$ cat config.mk
export PLATFORM = sky130hd
export DESIGN_NAME = dee_access_ctrl
export DESIGN_NICKNAME = d
export VERILOG_FILES = /design/src/core/dee_pkg.sv /design/src/core/dee_array_if.sv /design/src/core/dee_access_ctrl.sv /design/src/core/dee_array.sv
export SDC_FILE = /design/constraint.sdc
export NUM_CORES = 2
export LEC_CHECK = 0
export ABC_CLOCK_PERIOD_IN_PS = 4000
export BUFFER_PORTS_ARGS = -buffer_cell sky130_fd_sc_hd__buf_2
export CORE_ASPECT_RATIO = 1.1
export CORE_MARGIN = 2
export CORE_UTILIZATION = 30
export CTS_BUF_LIST = sky130_fd_sc_hd__clkbuf_16
export DETAILED_ROUTE_END_ITERATION = 10
export SKIP_LAST_GASP = 1
export SLEW_MARGIN = 20
export SYNTH_ARGS = -nofsm -noshare
export SYNTH_HDL_FRONTEND = slang
export SYNTH_SLANG_ARGS = --single-unit
$ cat constraint.sdc
create_clock -name core_clk -period 4 [get_ports core_clk]
set_input_delay 0.2 -clock core_clk [delete_from_list [all_inputs] [get_ports core_clk]]
set_output_delay 0.2 -clock core_clk [all_outputs]
set_load 0.05 [all_outputs]
$ cat src/core/dee_pkg.sv
// constants, register map and types for the data eeprom access control block
`default_nettype none
package dee_pkg;
   // bus geometry
   localparam int AXI_AW = 12;
   localparam int DATA_W = 8;
   localparam int ADDR_W_DEF = 8;
   // register byte addresses
   localparam logic [AXI_AW-1:0] OFS_BYTE = 12'h100;
   localparam logic [AXI_AW-1:0] OFS_LOC = 12'h104;
   localparam logic [AXI_AW-1:0] OFS_KEY = 12'h108;
   localparam logic [AXI_AW-1:0] OFS_DONE = 12'h10c;
   localparam logic [AXI_AW-1:0] OFS_CTRL = 12'h18c;
   // control and done register fields
   localparam int CTL_RD = 0;
   localparam int CTL_WR = 1;
   localparam int CTL_EN = 2;
   localparam int CTL_ERR = 3;
   localparam int CTL_SEL = 7;
   localparam int DONE_BIT = 0;
   // unlock key bytes
   localparam logic [DATA_W-1:0] KEY_FIRST = 8'h55;
   localparam logic [DATA_W-1:0] KEY_SECOND = 8'haa;
   // reset value of every byte register
   localparam logic [DATA_W-1:0] REG_RST = 8'h00;
   // self-timed write duration
   localparam int CLK_PERIOD_NS = 50;
   localparam int PROG_TIME_NS = 5000;
   localparam int PROG_CYCLES = (PROG_TIME_NS + CLK_PERIOD_NS - 1) / CLK_PERIOD_NS;
   // bus responses
   localparam logic [1:0] RESP_OKAY = 2'b00;
   localparam logic [1:0] RESP_SLVERR = 2'b10;
   // unlock tracker states
   typedef enum logic [1:0] {
      DEE_UL_IDLE = 2'b00,
      DEE_UL_55 = 2'b01,
      DEE_UL_AA = 2'b10
   } dee_unlock_t;
endpackage
`default_nettype wire

$ cat src/core/dee_array_if.sv
// connection between the control logic and the nonvolatile byte array
`timescale 1ns/10ps
`default_nettype none
interface dee_array_if #(parameter int AW = 8);
   logic [AW-1:0] rd_addr;
   logic [7:0] rd_data;
   logic start;
   logic [AW-1:0] wr_addr;
   logic [7:0] wr_data;
   logic abort;
   logic busy;
   logic done;
   modport ctrl (output rd_addr, start, wr_addr, wr_data, abort, input rd_data, busy, done);
   modport store (input rd_addr, start, wr_addr, wr_data, abort, output rd_data, busy, done);
endinterface
`default_nettype wire

$ cat src/core/dee_access_ctrl.sv
// data eeprom access control with axi4-lite register slave
//
// The implementer's own choice: the AXI4-Lite slave port.
`timescale 1ns/10ps
`default_nettype none
module dee_access_ctrl
   import dee_pkg::*;
#(
   parameter int ADDR_W = dee_pkg::ADDR_W_DEF,
   parameter int PROG_CYCLES = dee_pkg::PROG_CYCLES
) (
   // clock and reset
   input wire logic core_clk,
   input wire logic resetn,
   // system reset requests that abort a write
   input wire logic master_clear,
   input wire logic watchdog_timer,
   input wire logic brownout_reset,
   // write address channel
   input wire logic [dee_pkg::AXI_AW-1:0] s_axi_awaddr,
   input wire logic s_axi_awvalid,
   output logic s_axi_awready,
   // write data channel
   input wire logic [31:0] s_axi_wdata,
   input wire logic [3:0] s_axi_wstrb,
   input wire logic s_axi_wvalid,
   output logic s_axi_wready,
   // write response channel
   output logic [1:0] s_axi_bresp,
   output logic s_axi_bvalid,
   input wire logic s_axi_bready,
   // read address channel
   input wire logic [dee_pkg::AXI_AW-1:0] s_axi_araddr,
   input wire logic s_axi_arvalid,
   output logic s_axi_arready,
   // read data channel
   output logic [31:0] s_axi_rdata,
   output logic [1:0] s_axi_rresp,
   output logic s_axi_rvalid,
   input wire logic s_axi_rready,
   // write-complete event for the interrupt controller
   output logic eeprom_done_flag
);
   import dee_pkg::*;

   generate
      if (ADDR_W < 1 || ADDR_W > DATA_W || PROG_CYCLES < 1) begin : g_bad_param
         $error("dee_access_ctrl: unsupported ADDR_W or PROG_CYCLES");
      end
   endgenerate

   dee_array_if #(.AW(ADDR_W)) arr ();

   dee_array #(
      .AW(ADDR_W),
      .PROG_CYCLES(PROG_CYCLES)
   ) u_array (
      .core_clk(core_clk),
      .resetn(resetn),
      .arr(arr.store)
   );

   // bus slave state
   logic aw_hold;
   logic w_hold;
   logic [AXI_AW-1:0] aw_addr_q;
   logic [7:0] w_data_q;
   logic w_strb_q;
   logic bvalid;
   logic [1:0] bresp;
   logic rvalid;
   logic [31:0] rdata;
   logic [1:0] rresp;
   logic rd_was_ctrl;

   // block registers
   logic [7:0] eeprom_byte_low;
   logic [7:0] eeprom_location_low;
   logic space_select;
   logic prog_abort_flag;
   logic prog_enable;
   logic write_start;
   logic done_flag;
   dee_unlock_t unlock_state;
   dee_unlock_t next_unlock;

   // write channel handshakes and the combined write strobe
   assign s_axi_awready = !aw_hold && !bvalid;
   assign s_axi_wready = !w_hold && !bvalid;
   wire wr_fire = aw_hold && w_hold;
   wire wen = wr_fire && w_strb_q;
   wire [7:0] wd = w_data_q;
   wire hit_byte = wen && (aw_addr_q == OFS_BYTE);
   wire hit_loc = wen && (aw_addr_q == OFS_LOC);
   wire hit_key = wen && (aw_addr_q == OFS_KEY);
   wire hit_done = wen && (aw_addr_q == OFS_DONE);
   wire hit_ctrl = wen && (aw_addr_q == OFS_CTRL);
   wire w_mapped = (aw_addr_q == OFS_BYTE) || (aw_addr_q == OFS_LOC) || (aw_addr_q == OFS_KEY)
      || (aw_addr_q == OFS_DONE) || (aw_addr_q == OFS_CTRL);

   // system resets other than power-on
   wire soft_rst = master_clear || watchdog_timer || brownout_reset;

   // control decode
   wire next_sel = wd[CTL_SEL];
   wire start_ok = hit_ctrl && wd[CTL_WR] && !write_start && prog_enable
      && (unlock_state == DEE_UL_AA) && !next_sel;
   wire rd_fire = hit_ctrl && wd[CTL_RD] && !next_sel;

   // unlock tracker: 55h, then AAh, then the start, with no other write between
   assign next_unlock = (hit_key && wd == KEY_FIRST) ? DEE_UL_55 :
      (hit_key && wd == KEY_SECOND && unlock_state == DEE_UL_55) ? DEE_UL_AA : DEE_UL_IDLE;

   // read mux; read trigger and unimplemented bits 6:4 of control read as zero
   wire [7:0] ctrl_view = {space_select, 3'b000, prog_abort_flag, prog_enable, write_start, 1'b0};
   wire ar_ctrl = (s_axi_araddr == OFS_CTRL);
   wire r_mapped = (s_axi_araddr == OFS_BYTE) || (s_axi_araddr == OFS_LOC) || (s_axi_araddr == OFS_KEY)
      || (s_axi_araddr == OFS_DONE) || ar_ctrl;
   wire [7:0] rd_byte = (s_axi_araddr == OFS_BYTE) ? eeprom_byte_low :
      (s_axi_araddr == OFS_LOC) ? eeprom_location_low :
      (s_axi_araddr == OFS_DONE) ? {7'h00, done_flag} :
      ar_ctrl ? ctrl_view : 8'h00;

   // array connections
   assign arr.rd_addr = eeprom_location_low[ADDR_W-1:0];
   assign arr.wr_addr = eeprom_location_low[ADDR_W-1:0];
   assign arr.wr_data = eeprom_byte_low;
   assign arr.start = start_ok;
   assign arr.abort = soft_rst;

   // port outputs
   assign s_axi_bvalid = bvalid;
   assign s_axi_bresp = bresp;
   assign s_axi_arready = !rvalid;
   assign s_axi_rvalid = rvalid;
   assign s_axi_rdata = rdata;
   assign s_axi_rresp = rresp;
   assign eeprom_done_flag = done_flag;

   // write address and data capture, response
   always_ff @(posedge core_clk) begin
      if (!resetn) begin
         aw_hold <= 1'b0;
         w_hold <= 1'b0;
         aw_addr_q <= '0;
         w_data_q <= 8'h00;
         w_strb_q <= 1'b0;
         bvalid <= 1'b0;
         bresp <= RESP_OKAY;
      end else begin
         if (s_axi_awvalid && s_axi_awready) begin
            aw_hold <= 1'b1;
            aw_addr_q <= s_axi_awaddr;
         end
         if (s_axi_wvalid && s_axi_wready) begin
            w_hold <= 1'b1;
            w_data_q <= s_axi_wdata[7:0];
            w_strb_q <= s_axi_wstrb[0];
         end
         if (wr_fire) begin
            aw_hold <= 1'b0;
            w_hold <= 1'b0;
            bvalid <= 1'b1;
            bresp <= w_mapped ? RESP_OKAY : RESP_SLVERR;
         end else if (bvalid && s_axi_bready) begin
            bvalid <= 1'b0;
         end
      end
   end

   // read address and data
   always_ff @(posedge core_clk) begin
      if (!resetn) begin
         rvalid <= 1'b0;
         rdata <= 32'h0000_0000;
         rresp <= RESP_OKAY;
         rd_was_ctrl <= 1'b0;
      end else if (s_axi_arvalid && !rvalid) begin
         rvalid <= 1'b1;
         rdata <= {24'h00_0000, rd_byte};
         rresp <= r_mapped ? RESP_OKAY : RESP_SLVERR;
         rd_was_ctrl <= ar_ctrl;
      end else if (rvalid && s_axi_rready) begin
         rvalid <= 1'b0;
      end
   end

   // data and location registers
   always_ff @(posedge core_clk) begin
      if (!resetn || soft_rst) begin
         eeprom_byte_low <= REG_RST;
         eeprom_location_low <= REG_RST;
      end else begin
         if (rd_fire) begin
            eeprom_byte_low <= arr.rd_data;
         end else if (hit_byte) begin
            eeprom_byte_low <= wd;
         end
         if (hit_loc) begin
            eeprom_location_low <= wd;
         end
      end
   end

   // control bits, unlock tracker and done flag
   always_ff @(posedge core_clk) begin
      if (!resetn) begin
         space_select <= 1'b0;
         prog_enable <= 1'b0;
         prog_abort_flag <= 1'b0;
         write_start <= 1'b0;
         done_flag <= 1'b0;
         unlock_state <= DEE_UL_IDLE;
      end else if (soft_rst) begin
         space_select <= 1'b0;
         prog_enable <= 1'b0;
         prog_abort_flag <= prog_abort_flag || arr.busy;
         write_start <= 1'b0;
         done_flag <= 1'b0;
         unlock_state <= DEE_UL_IDLE;
      end else begin
         if (hit_ctrl) begin
            space_select <= next_sel;
            prog_enable <= wd[CTL_EN];
            prog_abort_flag <= wd[CTL_ERR];
         end
         if (start_ok) begin
            write_start <= 1'b1;
         end else if (arr.done) begin
            write_start <= 1'b0;
         end
         if (arr.done) begin
            done_flag <= 1'b1;
         end else if (hit_done && wd[DONE_BIT]) begin
            done_flag <= 1'b0;
         end
         if (wr_fire) begin
            unlock_state <= next_unlock;
         end
      end
   end
endmodule // dee_access_ctrl
`default_nettype wire

$ cat src/core/dee_array.sv
// nonvolatile byte array with self-timed write cycle
`timescale 1ns/10ps
`default_nettype none
module dee_array #(
   parameter int AW = 8,
   parameter int PROG_CYCLES = 100
) (
   // clock and reset
   input wire logic core_clk,
   input wire logic resetn,
   // control side
   dee_array_if.store arr
);
   localparam int CW = $clog2(PROG_CYCLES + 1);
   localparam logic [CW-1:0] CNT_LOAD = CW'(PROG_CYCLES - 1);

   logic [7:0] mem [2**AW];
   logic [CW-1:0] cnt;
   logic busy;
   logic done;
   logic [AW-1:0] lat_addr;
   logic [7:0] lat_data;
   wire last_cycle = busy && (cnt == '0) && !arr.abort;

   // asynchronous combinational read port
   assign arr.rd_data = mem[arr.rd_addr];
   assign arr.busy = busy;
   assign arr.done = done;

   // write timer; an abort ends the cycle without touching the cell
   always_ff @(posedge core_clk) begin
      if (!resetn) begin
         cnt <= '0;
         busy <= 1'b0;
         done <= 1'b0;
         lat_addr <= '0;
         lat_data <= 8'h00;
      end else begin
         done <= last_cycle;
         if (arr.abort) begin
            busy <= 1'b0;
            cnt <= '0;
         end else if (arr.start && !busy) begin
            busy <= 1'b1;
            cnt <= CNT_LOAD;
            lat_addr <= arr.wr_addr;
            lat_data <= arr.wr_data;
         end else if (busy) begin
            if (cnt == '0) begin
               busy <= 1'b0;
            end else begin
               cnt <= cnt - 1'b1;
            end
         end
      end
   end

   // cell programming at the end of the cycle
   always_ff @(posedge core_clk) begin
      if (last_cycle) begin
         mem[lat_addr] <= lat_data;
      end
   end
endmodule // dee_array
`default_nettype wire

Word-level counts from Yosys, hierarchy flattened

Memory sizes are Yosys's and may differ from the RTL's. A register that Yosys moved wholly into a read port is not among the register bits.
Cells that the tools add are included.

Memories kept: 1
Input bits: 70
Word-level logic and storage cells: 137
Output and inout bits: 42
Bits in writable memories: 2048
Flip-flop bits (word level): 85

Mux-type cells: 30
Bitwise logic cells: 3
$add $sub $neg: 1
Reductions and logical operators: 63
Equal/unequal tests: 15

Memories:

| memory      | depth | bits a word | read ports | clocked after Yosys merged registers in | wr ports | line            | source |
|---|---|---|---|---|---|---|---|
| u_array.mem | 256   | 8           | 1          | 1                                       | 1        | dee_array.sv:17 | `logic [7:0] mem [2**AW];` |

Operator list:

| cell                  | number |
|---|---|
| $eq A12 B9 Y1 const B | 10 |
| $mux W8               | 8 |
| $logic_and A1 B1 Y1   | 28 |
| $mux W7               | 3 |
| $mux W1               | 15 |
| $reduce_bool A2 Y1    | 7 |
| $logic_or A1 B1 Y1    | 12 |
| $logic_not A1 Y1      | 9 |
| $eq A8 B7 Y1 const B  | 1 |
| $eq A8 B8 Y1 const B  | 1 |
| $mux W2               | 4 |
| $logic_not A7 Y1      | 1 |
| $sub A7 B1 Y7 const B | 1 |
| $reduce_and A2 Y1     | 3 |
| $reduce_or A2 Y1      | 2 |
| $not A1 Y1            | 3 |
| $reduce_or A3 Y1      | 1 |
| $eq A2 B1 Y1 const B  | 1 |
| $eq A2 B2 Y1 const B  | 1 |
| $ne A2 B2 Y1 const B  | 1 |

Longest topological paths before layout

Depth after elaboration: 11
Gate-level depth with buffers: 13
Gate-level depth less buffers: 8

Cells and area by module

Synthesis repeated with hierarchy kept, for this count alone.

Cells, all modules: 4250
Area total of the unflattened synthesis: 83398.7 sq um

Modules (own cells, without submodules):

| module          | cells each | sequential area each (sq um) | area each (sq um) | times used |
|---|---|---|---|---|
| dee_array       | 3885       | 61999.5                      | 80452.2           | 1 |
| dee_access_ctrl | 365        | 1161.1                       | 2946.6            | 1 |

Worst setup path after synthesis

OpenSTA, ideal clock, no wires.

Kind: register -> register
Start: reg u_array.lat_data[0]
End: mem u_array.mem[0][0], data pin
Stages on the path, launching flop included: 1
Setup slack: -0.253 ns
Setup time: 0.856 ns
Clock period less this slack: 4.253 ns
Data required time: 3.144 ns
Buffers on the path: 0
Arrival time: 3.397 ns
Cells stage by stage: dfxtp_1

RTL lines:

| what                   | line            | source |
|---|---|---|
| from (decl)            | dee_array.sv:22 | `logic [7:0] lat_data;` |
| from (signal assigned) | dee_array.sv:47 | `lat_data <= arr.wr_data;` |
| to (decl)              | dee_array.sv:17 |  |

No word-level cell before the write port.

==> flow_metrics.env <==
export IMPL_setup_tns_ns=0
export IMPL_clkPwrFrac=0.438
export IMPL_path_delay_family="compound AO/OA/AOI/OAI gates"
export IMPL_drcViolationCount=0
export IMPL_num_fill_cells=25533
export IMPL_cp_cell_sequence="buf_12 -> buf_12 -> buf_4 -> mux4_2 -> a221oi_1 -> o22ai_1 -> nor3_1 -> a31o_2 -> nor3_1"
export IMPL_synth_top_area_share=0.7360
export IMPL_synthArstFlopShare=0
export IMPL_fp_coreArea_sq_um=277600
export IMPL_path_clk_slew_ns=0.07
export IMPL_dp_cells=8026
export IMPL_first_iter_violations=4966
export IMPL_slowest_stage="nor3_1"
export IMPL_die_area_sq_um=282800
export IMPL_routed_top_layer="met4"
export IMPL_wl_met2_um=107700
export IMPL_maxSlewHeadroom=0.3048
export IMPL_die_h_um=557.5
export IMPL_internal_power_w=0.03510
export IMPL_area_delta_synth_final_pct=17.71
export IMPL_drtAntennaViolNets=0
export IMPL_grt_max_degree=149
export IMPL_synth_edf_count=2048
export IMPL_critical_path_arrival_ns=4.44
export IMPL_switching_power_w=0.008433
export IMPL_antenna_found_initial=5
export IMPL_yosys_most_used_dff="edfxtp_1"
export IMPL_min_period_ns=3.739
export IMPL_crit_type="flop to flop"
export IMPL_comb_power_share=0.006
export IMPL_critPathBufInv=3
export IMPL_seq_area_sq_um=63370
export IMPL_p_per_area_nw_per_um2=442.7
export IMPL_syn_mean_instance_area_sq_um=20.46
export IMPL_grt_ovfl_total=0
export IMPL_netlist_cell_type_count=71
export IMPL_grt_setup_unrepaired="no"
export IMPL_power_total_w=0.04354
export IMPL_swShare=0.1937
export IMPL_portBuffers=58
export IMPL_synth_area_sq_um=83560
export IMPL_die_width_um=507.2
export IMPL_drive_above_1_share=0.2851
export IMPL_fin_nets=4703
export IMPL_multi_input_area_sq_um=18890
export IMPL_cts_root_buf="clkbuf_16"
export IMPL_slew_violations=0
export IMPL_viasPerCell=5.041
export IMPL_yosysSeqAreaShare=0.7578
export IMPL_synth_area_leaders="edfxtp_1, mux4_2, dfxtp_1"
export IMPL_cts_tree="done"
export IMPL_skew_ns=0.09277
export IMPL_ioPinCount=112
export IMPL_final_cells=8485
export IMPL_synthCells=4084
export IMPL_start_util=0.3010
export IMPL_hpwlAfterDp_um=141000
export IMPL_finalSetupViolCount=0
export IMPL_pwr_share_seq=0.555
export IMPL_cpPeakStageDelay_ns=0.64
export IMPL_hp_class="primary input to flop"
export IMPL_tightest_slew_ns=1.039
export IMPL_grt_pass1_wl_um=317800
export IMPL_met3_length_um=16960
export IMPL_cts_buffers=207
export IMPL_clkLatencyLatePin_ns=0.88
export IMPL_track_usage=0.1538
export IMPL_critPathMaxFanout=28
export IMPL_grt_pass1_vias=43295
export IMPL_ys_ff_latch=2139
export IMPL_drv_cap=0
export IMPL_drt_pass1_iter_count=6
export IMPL_ir_drop_mv=0.3378
export IMPL_worstSetupStartpointType="flop"
export IMPL_synth_area_leader_cell="edfxtp_1"
export IMPL_cts_resized=0
export IMPL_power_leakage_nw=35.65
export IMPL_finalCritPeriodShare=0.9347
export IMPL_max_clock_freq_mhz=267.5
export IMPL_drt_total_wl_um=222700
export IMPL_cts_sinks=2139
export IMPL_gp_congestion=0.8737
export IMPL_fp_row_count=203
export IMPL_clk_path_buf_depth=4
export IMPL_yosys_warnings=0
export IMPL_finalHoldViolations=0
export IMPL_status="finished, final reports clean"
export IMPL_drt_wirelength_per_cell_um=26.24
export IMPL_via_count=42773
export IMPL_crit_path_end_kind="flop"
export IMPL_htree_levels=4
export IMPL_wl_met1_um=89560
export IMPL_required_ns=4.70
-- power by group through the flow --
stage                     clock network [W]  logic [W]  registers [W]
final                                0.0191   0.000273         0.0242
after global placement                    0   0.000196         0.0247
after global routing                 0.0202   0.000292         0.0242
after floorplan                           0   0.000153         0.0247
after CTS                            0.0194   0.000266         0.0242
after detailed placement                  0   0.000198         0.0247
-- path summary, 6_finish.rpt --
check            startpoint        endpoint  slack [ns]  cells after the start
min reg2reg  s_axi_rdata[6]  s_axi_rdata[6]        0.46                      2
min            s_axi_rready    s_axi_rvalid        0.20                      4
max reg2reg            flop  arr.wr_data[2]        0.26                      9
max                    flop  arr.wr_data[2]        0.26                      9
-- cell type report --
type / count / share of cell area
flip-flops and latches: 2139 / 0.6443
clock inverters: 158 / 0.01304
repair buffers: 573 / 0.04949
multi-input cells: 1696 / 0.1921
diodes: 4 / 0.0001018
well taps: 3690 / 0.04694
clock buffers: 210 / 0.05343
inverters: 15 / 0.0006106
-- tightest hold or removal path, delay by kind of cell --
family / cells / cell delay (ns)
compound gates: 1 / 0.11
buf+inv: 2 / 0.62
simple gates: 1 / 0.04
-- placed cells by master, fill, tap and decap left out, types with 20 or more instances in the layout --
cell type	count
clkinv_2	33
buf_4	390
a21oi_1	57
nor2_1	327
inv_1	55
dfxtp_1	77
mux4_2	544
clkbuf_16	210
clkinv_1	43
mux2i_1	122
a22oi_1	27
buf_2	58
nand3_1	37
a21boi_0	28
dlygate4sd3_1	86
nor3_1	21
bufinv_16	21
nor2b_1	42
edfxtp_1	2048
conb_1	26
o21ai_0	32
mux2_2	20
buf_12	38
nand2_1	189
o22ai_1	23
-- cell usage after synthesis, types with 10 or more instances --
cell type	number
a2111oi_0	10
a21boi_0	28
dfxtp_1	91
clkbuf_1	99
edfxtp_1	2048
mux2_2	20
nand2_1	189
nor2b_1	42
o221ai_1	15
nand2b_1	15
a221oi_1	11
nor3_1	22
mux4_2	544
nand4_1	13
mux2i_1	122
and2_1	11
nor2_1	327
buf_4	68
buf_2	61
buf_6	15
a211oi_1	12
a22oi_1	27
o22ai_1	23
nand3_1	41
buf_1	16
inv_1	12
o21ai_0	32
a21oi_1	57
-- through the flow --
stage | hold WS (ns) | instance area, sq um | setup WS (ns) | util
after floorplan | 0.3378 | 83660 | 1.290 | -
after global placement | 0.4477 | 90920 | 0.3511 | 0.3275
after detailed placement | 0.4573 | 90920 | 0.3594 | 0.3275
after CTS | 0.1407 | 98320 | 0.3334 | 0.3541
after global routing | 0.1988 | 98350 | 0.1884 | 0.3543
final | 0.2013 | 98350 | 0.2613 | 0.3543
-- logic make-up (layout without fill, tap and decap cells) --
logic type,after synthesis,after routing,synth area share
mux,686,686,0.1639
xor+xnor,5,5,0.0005242
compound gates,272,272,0.02272
simple gates,706,706,0.03721
buf+inv,274,956,0.01762
fa+ha+maj,1,1,0.0001497
flops,2139,2139,0.7578
other cells,1,30,0.00004488
-- what timing repair did --
action / CTS / global route
setup buffers: 0 / 0
endpoints found under the setup margin: 0 / 0
hold buffers: 86 / 0
hold endpoints to repair: 66 / 0
-- per-layer routing --
metal,vias to the layer above,GRT usage
met5,-,0
met4,0,0.05649
met3,373,0.02705
met2,1812,0.2530
met1,22765,0.2041
li1,17823,-
-- flip-flops by register name, indices dropped and copies added, names as in the netlist, 2 cells and up, named ones only --
| name | count |
|---|---|
| u_array.lat_addr | 8 |
| aw_addr_q | 12 |
| unlock_state | 2 |
| arr.wr_data | 8 |
| u_array.lat_data | 8 |
| w_data_q | 8 |
| u_array.cnt | 7 |
| arr.rd_addr | 8 |
| u_array.mem | 2048 |
| s_axi_rdata | 8 |
Power figures use the tool's default switching activity.
